**src/rtl/ets_defs.svh**
```systemverilog
`ifndef ETS_DEFS_SVH
`define ETS_DEFS_SVH

// Address width of commit, vector and packet addresses
`define ETS_ADDR_W     32
// Atom accumulator depth and the width of its count
`define ETS_ATOM_MAX   5
`define ETS_ATOM_CW    3

// Exception codes carried by an exception branch address packet
`define ETS_EXC_NONE   4'h0
`define ETS_EXC_RESET  4'h1
`define ETS_EXC_UNDEF  4'h2
`define ETS_EXC_SVC    4'h3
`define ETS_EXC_SMC    4'h4
`define ETS_EXC_PABT   4'h5
`define ETS_EXC_DABT   4'h6
`define ETS_EXC_FAST   4'h7

`endif

```
**src/rtl/ets_pkg.sv**
```systemverilog
`include "ets_defs.svh"

package ets_pkg;

   // Exception kinds reported by the core
   typedef enum logic [3:0] {
      ETS_EK_RESET = 4'b0000,
      ETS_EK_UNDEF = 4'b0001,
      ETS_EK_SUPV  = 4'b0010,
      ETS_EK_SMON  = 4'b0011,
      ETS_EK_PABT  = 4'b0100,
      ETS_EK_DABT  = 4'b0101,
      ETS_EK_FAST  = 4'b0110,
      ETS_EK_NONMASKABLE_FAST_INTERRUPT  = 4'b0111
   } ets_exc_kind_e;

   // Packet kinds leaving the sequencer
   typedef enum logic [2:0] {
      ETS_PK_ISYNC = 3'b000,
      ETS_PK_ATOM  = 3'b001,
      ETS_PK_WPU   = 3'b010,
      ETS_PK_BRA   = 3'b011,
      ETS_PK_EXCB  = 3'b100
   } ets_pkt_kind_e;

   // One committed instruction
   typedef struct packed {
      logic                     valid;
      logic [`ETS_ADDR_W-1:0]   addr;
      logic                     waypoint;
      logic                     indirect;
      logic                     taken;
      logic [`ETS_ADDR_W-1:0]   target;
   } ets_commit_s;

   // One exception
   typedef struct packed {
      logic                     valid;
      ets_exc_kind_e            kind;
      logic                     cond_pass;
      logic [`ETS_ADDR_W-1:0]   fault_addr;
      logic [`ETS_ADDR_W-1:0]   vector;
   } ets_exc_s;

   // One trace packet
   typedef struct packed {
      ets_pkt_kind_e            kind;
      logic [`ETS_ADDR_W-1:0]   addr;
      logic [3:0]               exc_code;
      logic [`ETS_ATOM_CW-1:0]  atom_cnt;
      logic [`ETS_ATOM_MAX-1:0] atom_bits;
   } ets_pkt_s;

endpackage : ets_pkg

```
**src/rtl/ets_sequencer.sv**
```systemverilog
`timescale 1ns/1ps
`include "ets_defs.svh"
// Contract
// - Flush held atoms before exception packets
// - Waypoint atom may merge with held atoms
// - Reset traced as reset exception branch
// - Reset never emits waypoint update
// - Last traced waypoint counts as last executed
// - Undefined instruction: update, then exception branch
// - Condition-failed undefined instruction not promoted
// - Passing supervisor/monitor call: update, exception branch
// - Failing supervisor/monitor call not promoted
// - Prefetch abort after waypoint: waypoint, exception
// - Prefetch abort after non-waypoint: update first
// - Data abort after waypoint: waypoint, exception
// - Nonmaskable fast interrupt traced as fast interrupt
// - Data abort after non-waypoint: update first
// - Trace turn-on emits sync at last target
module ets_sequencer #(
   parameter int unsigned ATOM_LIMIT = `ETS_ATOM_MAX  // Atoms before flush
) (
   input  wire logic             clk,       // 10 MHz clock
   input  wire logic             rst,       // Async reset, active high
   input  wire logic             trace_en,  // Tracing switched on
   input  ets_pkg::ets_commit_s  cmt,       // Committed instruction
   input  ets_pkg::ets_exc_s     exc,       // Exception report
   output wire logic             in_ready,  // Core reports accepted
   output wire logic             pkt_valid, // Packet on output
   input  wire logic             pkt_ready, // Output stream accepts
   output ets_pkg::ets_pkt_s     pkt        // Packet contents
);

   // Sizes; the limit is cut to the count width on purpose
   localparam int AW = `ETS_ADDR_W;
   localparam int CW = `ETS_ATOM_CW;
   localparam int BW = `ETS_ATOM_MAX;
   localparam logic [CW-1:0] LIMIT = CW'(ATOM_LIMIT);

   // Tracking state
   logic [CW-1:0]        acc_cnt_r;
   logic [BW-1:0]        acc_bits_r;
   logic                 nonwp_r;
   logic [AW-1:0]        last_exec_r;
   logic [AW-1:0]        last_tgt_r;
   logic                 en_d_r;

   // Pending packets, drained in stream order
   logic                 p_atom_r;
   logic [CW-1:0]        p_atom_cnt_r;
   logic [BW-1:0]        p_atom_bits_r;
   logic                 p_br_r;
   logic [AW-1:0]        p_br_addr_r;
   logic                 p_wpu_r;
   logic [AW-1:0]        p_wpu_addr_r;
   logic                 p_exc_r;
   logic [3:0]           p_exc_code_r;
   logic [AW-1:0]        p_exc_vec_r;
   logic                 p_sync_r;
   logic [AW-1:0]        p_sync_addr_r;

   // Output slot
   logic                 pkt_valid_r;
   ets_pkg::ets_pkt_s    pkt_r;
   ets_pkg::ets_pkt_s    pkt_nxt;

   // Acceptance: nothing new is taken while packets still wait
   // so one exception's packets leave together, and a turn-on
   // cycle takes nothing so the sync cannot slip behind a report
   wire busy     = p_atom_r | p_br_r | p_wpu_r | p_exc_r | p_sync_r;
   wire en_rise  = trace_en & ~en_d_r;
   assign in_ready = ~busy & ~en_rise;
   wire cmt_go   = in_ready & cmt.valid;
   wire exc_go   = in_ready & exc.valid;

   // Waypoint of this commit: indirect taken goes as branch address
   // since its target already tells which way it went
   wire cmt_wp   = cmt_go & cmt.waypoint;
   wire br_go    = cmt_wp & cmt.indirect & cmt.taken & trace_en;
   wire atom_add = cmt_wp & ~(cmt.indirect & cmt.taken) & trace_en;

   // Accumulator after this commit; the waypoint atom joins the
   // held atoms so one atom header carries both
   wire [CW-1:0] acc_cnt_c  = atom_add ? CW'(acc_cnt_r + 1'b1)
                                       : acc_cnt_r;
   wire [BW-1:0] taken_bit  = BW'(cmt.taken) << acc_cnt_r;
   wire [BW-1:0] acc_bits_c = atom_add ? (acc_bits_r | taken_bit)
                                       : acc_bits_r;

   // Tracking state after this commit
   // An update names the latest non-waypoint, so keep its address
   wire          nonwp_c     = cmt_wp ? 1'b0
                             : (cmt_go ? 1'b1 : nonwp_r);
   wire [AW-1:0] last_exec_c = (cmt_go & ~cmt.waypoint) ? cmt.addr
                                                        : last_exec_r;
   wire [AW-1:0] last_tgt_c  = cmt_wp ? cmt.target : last_tgt_r;

   // Exception kind decode
   // Codes outside the list decode to nothing and raise no packets
   wire k_reset = exc.kind == ets_pkg::ETS_EK_RESET;
   wire k_undef = exc.kind == ets_pkg::ETS_EK_UNDEF;
   wire k_supv  = exc.kind == ets_pkg::ETS_EK_SUPV;
   wire k_smon  = exc.kind == ets_pkg::ETS_EK_SMON;
   wire k_pabt  = exc.kind == ets_pkg::ETS_EK_PABT;
   wire k_dabt  = exc.kind == ets_pkg::ETS_EK_DABT;
   wire k_fast  = (exc.kind == ets_pkg::ETS_EK_FAST) |
                  (exc.kind == ets_pkg::ETS_EK_NONMASKABLE_FAST_INTERRUPT);
   wire k_instr = k_undef | k_supv | k_smon;
   wire k_legal = k_reset | k_instr | k_pabt | k_dabt | k_fast;

   // Exception code, nonmaskable shares the fast interrupt code
   // Code values are this block's own choice, held in the defs header
   wire [3:0] exc_code_c =
        k_reset ? `ETS_EXC_RESET
      : k_undef ? `ETS_EXC_UNDEF
      : k_supv  ? `ETS_EXC_SVC
      : k_smon  ? `ETS_EXC_SMC
      : k_pabt  ? `ETS_EXC_PABT
      : k_dabt  ? `ETS_EXC_DABT
      : k_fast  ? `ETS_EXC_FAST
      :           `ETS_EXC_NONE;

   // A condition-failed instruction raises nothing and stays plain
   wire exc_fail = exc_go & k_instr &
                   ~exc.cond_pass;
   wire exc_real = exc_go & k_legal & ~(k_instr & ~exc.cond_pass);

   // Waypoint update: the faulting instruction itself for undefined
   // and calls, the last executed one for aborts and interrupts if
   // any ran since the last waypoint, and never for reset
   wire wpu_need = exc_real &
                   ~k_reset &
                   (k_instr |
                    nonwp_c);
   wire [AW-1:0] wpu_addr_c = k_instr ? exc.fault_addr
                                      : last_exec_c;

   // Atom flush ahead of a branch, an exception or a full header
   // so held atoms always leave ahead of an update or a branch
   wire flush = trace_en & (acc_cnt_c != '0) &
                (exc_real | br_go | (acc_cnt_c == LIMIT));

   // Output selection in stream order: atoms, branch, update, exception
   // A fixed priority suffices: at most one report is ever in flight,
   // since the core is held off until every entry has drained
   wire slot_free = ~pkt_valid_r | pkt_ready;
   wire sel_atom  = slot_free & p_atom_r;
   wire sel_br    = slot_free & ~p_atom_r & p_br_r;
   wire sel_wpu   = slot_free & ~p_atom_r & ~p_br_r & p_wpu_r;
   wire sel_exc   = slot_free & ~p_atom_r & ~p_br_r & ~p_wpu_r
                  & p_exc_r;
   wire sel_sync  = slot_free & ~p_atom_r & ~p_br_r & ~p_wpu_r
                  & ~p_exc_r & p_sync_r;
   wire sel_any   = sel_atom | sel_br | sel_wpu | sel_exc | sel_sync;

   // Next packet from the selected pending entry
   // Fields a packet does not use go out as zero
   wire ets_pkg::ets_pkt_kind_e kind_nxt =
        sel_atom ? ets_pkg::ETS_PK_ATOM
      : sel_br   ? ets_pkg::ETS_PK_BRA
      : sel_wpu  ? ets_pkg::ETS_PK_WPU
      : sel_exc  ? ets_pkg::ETS_PK_EXCB
      :            ets_pkg::ETS_PK_ISYNC;
   wire [AW-1:0] addr_nxt =
        sel_br   ? p_br_addr_r
      : sel_wpu  ? p_wpu_addr_r
      : sel_exc  ? p_exc_vec_r
      : sel_sync ? p_sync_addr_r
      :            '0;
   assign pkt_nxt = '{kind:      kind_nxt,
                      addr:      addr_nxt,
                      exc_code:  sel_exc ? p_exc_code_r : `ETS_EXC_NONE,
                      atom_cnt:  sel_atom ? p_atom_cnt_r : '0,
                      atom_bits: sel_atom ? p_atom_bits_r : '0};

   assign pkt_valid = pkt_valid_r;
   assign pkt       = pkt_r;

   // Atom accumulator, cleared by a flush or while tracing is off
   // Atoms held over a trace-off would speak of code never traced
   always_ff @(posedge clk or posedge rst) begin
      if (rst) begin
         acc_cnt_r  <= '0;
         acc_bits_r <= '0;
      end else if (flush || !trace_en) begin
         acc_cnt_r  <= '0;
         acc_bits_r <= '0;
      end else begin
         acc_cnt_r  <= acc_cnt_c;
         acc_bits_r <= acc_bits_c;
      end
   end

   // Program position tracking, kept even while tracing is off
   // Any taken exception acts as a waypoint at its vector; a failed
   // call is just a plain executed instruction
   always_ff @(posedge clk or posedge rst) begin
      if (rst) begin
         nonwp_r     <= 1'b0;
         last_exec_r <= '0;
         last_tgt_r  <= '0;
         en_d_r      <= 1'b0;
      end else begin
         en_d_r      <= trace_en;
         nonwp_r     <= exc_real ? 1'b0
                      : (exc_fail ? 1'b1 : nonwp_c);
         last_exec_r <= exc_fail ? exc.fault_addr : last_exec_c;
         last_tgt_r  <= exc_real ? exc.vector : last_tgt_c;
      end
   end

   // Pending atom header
   // Set only while nothing waits, so a set never meets a clear
   always_ff @(posedge clk or posedge rst) begin
      if (rst) begin
         p_atom_r      <= 1'b0;
         p_atom_cnt_r  <= '0;
         p_atom_bits_r <= '0;
      end else if (flush) begin
         p_atom_r      <= 1'b1;
         p_atom_cnt_r  <= acc_cnt_c;
         p_atom_bits_r <= acc_bits_c;
      end else if (sel_atom) begin
         p_atom_r      <= 1'b0;
      end
   end

   // Pending branch address of an indirect waypoint
   // It leaves ahead of an exception raised in the same cycle
   always_ff @(posedge clk or posedge rst) begin
      if (rst) begin
         p_br_r      <= 1'b0;
         p_br_addr_r <= '0;
      end else if (br_go) begin
         p_br_r      <= 1'b1;
         p_br_addr_r <= cmt.target;
      end else if (sel_br) begin
         p_br_r      <= 1'b0;
      end
   end

   // Pending waypoint update
   // Address fixed when the report is taken; later commits wait
   always_ff @(posedge clk or posedge rst) begin
      if (rst) begin
         p_wpu_r      <= 1'b0;
         p_wpu_addr_r <= '0;
      end else if (wpu_need && trace_en) begin
         p_wpu_r      <= 1'b1;
         p_wpu_addr_r <= wpu_addr_c;
      end else if (sel_wpu) begin
         p_wpu_r      <= 1'b0;
      end
   end

   // Pending exception branch address
   // Its vector also becomes the last target for a later sync
   always_ff @(posedge clk or posedge rst) begin
      if (rst) begin
         p_exc_r      <= 1'b0;
         p_exc_code_r <= `ETS_EXC_NONE;
         p_exc_vec_r  <= '0;
      end else if (exc_real && trace_en) begin
         p_exc_r      <= 1'b1;
         p_exc_code_r <= exc_code_c;
         p_exc_vec_r  <= exc.vector;
      end else if (sel_exc) begin
         p_exc_r      <= 1'b0;
      end
   end

   // Pending sync on turn-on, at the last waypoint target
   // A rise while a sync still waits re-arms it: the set wins
   always_ff @(posedge clk or posedge rst) begin
      if (rst) begin
         p_sync_r      <= 1'b0;
         p_sync_addr_r <= '0;
      end else if (en_rise) begin
         p_sync_r      <= 1'b1;
         p_sync_addr_r <= last_tgt_r;
      end else if (sel_sync) begin
         p_sync_r      <= 1'b0;
      end
   end

   // Output slot
   // A packet stands until taken, so the sink sees each once
   always_ff @(posedge clk or posedge rst) begin
      if (rst) begin
         pkt_valid_r <= 1'b0;
         pkt_r       <= '0;
      end else if (sel_any) begin
         pkt_valid_r <= 1'b1;
         pkt_r       <= pkt_nxt;
      end else if (pkt_ready) begin
         pkt_valid_r <= 1'b0;
      end
   end

endmodule : ets_sequencer

```
**config.mk**
```make
export PLATFORM = sky130hd
export DESIGN_NAME = ets_sequencer
export DESIGN_NICKNAME = d
export VERILOG_FILES = /design/src/rtl/ets_pkg.sv /design/src/rtl/ets_sequencer.sv
export VERILOG_INCLUDE_DIRS = /design/src /design/src/rtl
export SDC_FILE = /design/constraint.sdc
export NUM_CORES = 1
export LEC_CHECK = 0
export BUFFER_PORTS_ARGS = -buffer_cell sky130_fd_sc_hd__buf_2
export CAP_MARGIN = 20
export CORE_MARGIN = 5
export CORE_UTILIZATION = 35
export CTS_BUF_LIST = sky130_fd_sc_hd__clkbuf_4 sky130_fd_sc_hd__clkbuf_8
export DETAILED_ROUTE_END_ITERATION = 10
export PLACE_DENSITY = 0.6
export REMOVE_ABC_BUFFERS = 1
export SYNTH_ARGS = -nofsm -noshare
export SYNTH_HDL_FRONTEND = slang
export SYNTH_SLANG_ARGS = --single-unit
```
**constraint.sdc**
```tcl
create_clock -name clk -period 13.6 [get_ports clk]
set_input_delay 2.72 -clock clk [delete_from_list [all_inputs] [get_ports clk]]
set_output_delay 2.72 -clock clk [all_outputs]
set_load 0.02 [all_outputs]
```
==> reports/metrics.yaml <==
yosys:
  synth_fa_ha_area_share_pct: 0.109
  synth_top_cell_area_share_pct: 57.8
  yosysWarnings: 0
  async_reset_ff_share_pct: 100
  synth_mux_area_share_pct: 15.8
  synth_ff_type: "dfrtp_1"
  yosysSeqAreaShare_pct: 57.8
  postSynthCellCount: 1046
  yosysTopAreaCell: "dfrtp_1"
  syn_avg_cell_area_um2: 11.0
  synth_top_family_by_area: "multiplexers"
  synth_cell_type_count: 46
  synth_compound_area_share_pct: 12.4
  synth-seq-cells: 265
  synth_area_leaders: "dfrtp_1 58%, mux2_2 9.4%, nand2_1 6.8%"
  netlist_area_mm2: 0.0115
  yosys.area_share.simple_pct: 10.3
  yosys.area_share.xor_xnor_pct: 0.153
  synth_edf_count: 0
cells_and_area:
  fin_area_mm2: 0.0138
  nets: 1371
  mostFrequentLayoutCells: "265 x dfrtp_1, 206 x nand2_1, 189 x buf_2"
  num-fill-cells: 3128
  area_growth_pct: 20.6
  utilization_pct: 42.6
  drive_gt1_share_pct: 32.0
  final_common_cell: "dfrtp_1"
sta:
  fin_crit_ns: 7.00
  worst_slew_pin_slew_ns: 1.03
  setup_viol: 0
  fmax_ghz: 0.143
  hold_ws_ns: 0.461
  finalCritPeriodShare_pct: 51.4
  finalHoldViolations: 0
  skew_ns: 0.0215
  slew_headroom_pct: 31.1
  slew_violations: 0
  rsz0062_at_grt: "false"
  fin_setup_tns_ns: 0
worst_setup_path:
  end_kind: "primary output"
  start_kind: "input port"
  worst_ep_required_time_ns: 10.88
  cp.buffers_inverters: 3
  crit_type: "in -> out"
  crit_path_max_incr_delay_ns: 0.69
  arrival_ns: 4.28
  crit_fanout: 35
  crit_top_cell: "buf_2"
  cp_slowest_cell: "nand2b_2"
  rrSetupSlack_ns: 9.71
  path_cells: "buf_2 > nand2b_2 > nand3_2 > inv_2 > buf_2"
  cp_top_family: "simple AND/OR/NAND/NOR gates"
drt:
  vias: 8572
  detail-route-antenna-nets: 0
  avgViaCountPerCell: 5.02
  wl_per_cell_um: 18.8
  drc_errors: 0
  drt_wl_total_um: 32200
  drtIter0Drc: 515
  first_pass_iters: 5
power:
  swShare_pct: 29.7
  p_leak_nw: 6.82
  p_per_area_mw_per_mm2: 170
  p_sw_mw: 0.700
  p_clk_share_pct: 32.5
  vdd_drop_max_mv: 0.0752
  power_frac_comb_pct: 19.8
  power.internal_mw: 1.65
  power_frac_seq_pct: 47.7
  design_power_total_mw: 2.35
die:
  rows: 66
  die_h_um: 191
  dieArea_mm2: 0.0365
  core-area_mm2: 0.0325
  initial_core_util_pct: 35.3
  ios: 191
  fp.dieW_um: 191
cts:
  cts_buffers: 46
  hold_buffers: 0
  cts_tree: "yes"
  cts_max_level: 2
  cts_root_buf: "clkbuf_8"
  cts_resized: 0
  clk_latency_ns: 0.56
  clockBufferDepth: 3
  clk_pin_slew_ns: 0.06
  cts.sinks: 265
  postCtsSetupRepairBufs: 0
global_routing:
  grt_pass1_wl_um: 50000
  grt-ovfl-total: 0
  track_usage_pct: 17.5
  antenna_found_initial: 5
  grt_max_degree: 163
  first_global_vias: 8741
placement:
  gp_congestion: 0.791
  placed_cell_area_mm2: 0.0128
  hpwlAfterDp_um: 19600
  port_buffers: 189
worst_hold_path:
  hold_class: "reg -> reg"
job:
  maxCapViolCount: 0
run_status:
  status: "finished clean"
worst reg2reg max path: stages, from the launching register on:
cell      delay [ns]
dfrtp_1         0.42
nand2b_2        0.68
nand3_2         0.41
or3_2           0.17
buf_4           0.58
a21oi_4         0.13
o21bai_4        0.51
buf_4           0.47
mux2_2          0.41
stage by stage:
step,setup WS [ns],cells
3_5_place_dp,6.55,1622
4_1_cts,6.54,1704
3_3_place_gp,6.61,1622
6_report,6.60,1707
2_1_floorplan,3.58,975
5_1_grt,6.45,1704
sequential cells by signal, indices dropped and copies added (netlist names), 3 cells and up:
| register | count |
|---|---|
| pkt | 46 |
| last_exec_r | 32 |
| last_tgt_r | 32 |
| p_br_addr_r | 32 |
| p_exc_vec_r | 32 |
| p_sync_addr_r | 32 |
| p_wpu_addr_r | 32 |
| acc_bits_r | 5 |
| p_atom_bits_r | 5 |
| acc_cnt_r | 3 |
| p_atom_cnt_r | 3 |
| p_exc_code_r | 3 |
path summary, 6_finish.rpt:
| path | startpoint | endpoint | cells past startpoint |
|---|---|---|---|
| worst max-delay path | trace_en | in_ready | 5 |
| worst min-delay path | last_tgt_r[6] | p_sync_addr_r[6] | 2 |
| worst max register to register | en_d_r | p_wpu_addr_r[5] | 8 |
| worst min register to register | last_tgt_r[6] | p_sync_addr_r[6] | 2 |
| max in group asynchronous | rst | p_exc_vec_r[30] | 3 |
| min in group asynchronous | rst | pkt[10] | 2 |
cell type report:
class	count	area [um2]	area share, %
Timing Repair Buffer	205	1080	7.79
Tap cell	442	553	4.00
Sequential cell	265	6630	47.9
Antenna cell	3	7.51	0.0542
Clock inverter	6	38.8	0.280
Clock buffer	76	952	6.88
Inverter	15	63.8	0.461
Multi-Input combinational cell	695	4510	32.6
layer usage:
| metal | global-route usage, % | share of wire, % | vias to the layer above |
|---|---|---|---|
| li1 | - | - | 4056 |
| met3 | 4.11 | 6.1 | 55 |
| met2 | 28.3 | 47 | 227 |
| met1 | 24.2 | 46 | 4226 |
| met5 | 0 | 0.14 | - |
| met4 | 3.67 | 1.5 | 8 |
power by group through the flow:
stage          Combinational (mW)  Sequential (mW)  Clock (mW)
6_report                    0.466             1.12       0.764
3_5_place_dp                0.476             1.14           0
4_1_cts                     0.476             1.13       0.791
5_1_grt                     0.527             1.15       0.825
2_1_floorplan               0.264             1.16           0
3_3_place_gp                0.462             1.13           0
synth_stat cells, types with 2 or more instances:
cell,count
mux2i_1,73
nand3_1,4
or2_2,2
nor2b_1,4
o22ai_1,32
a21oi_1,39
buf_6,6
o311ai_1,2
nand2_1,209
nand2b_1,2
a22o_1,11
a41oi_1,2
nand4_1,4
and2_1,3
dfrtp_1,265
a31oi_1,2
nor2_1,50
a21o_1,4
nor3_1,3
o21ai_0,103
or3_1,2
inv_1,14
clkbuf_1,48
mux2_2,96
a221oi_1,32
buf_2,11
buf_4,2
buf_1,3
kinds of logic after synthesis:
group,Yosys count
flops,265
xor+xnor,2
fa+ha+maj,1
other cells,1
simple gates,290
buf+inv,86
compound gates,232
mux,169
No activity file was read; power rests on OpenSTA's default activity.
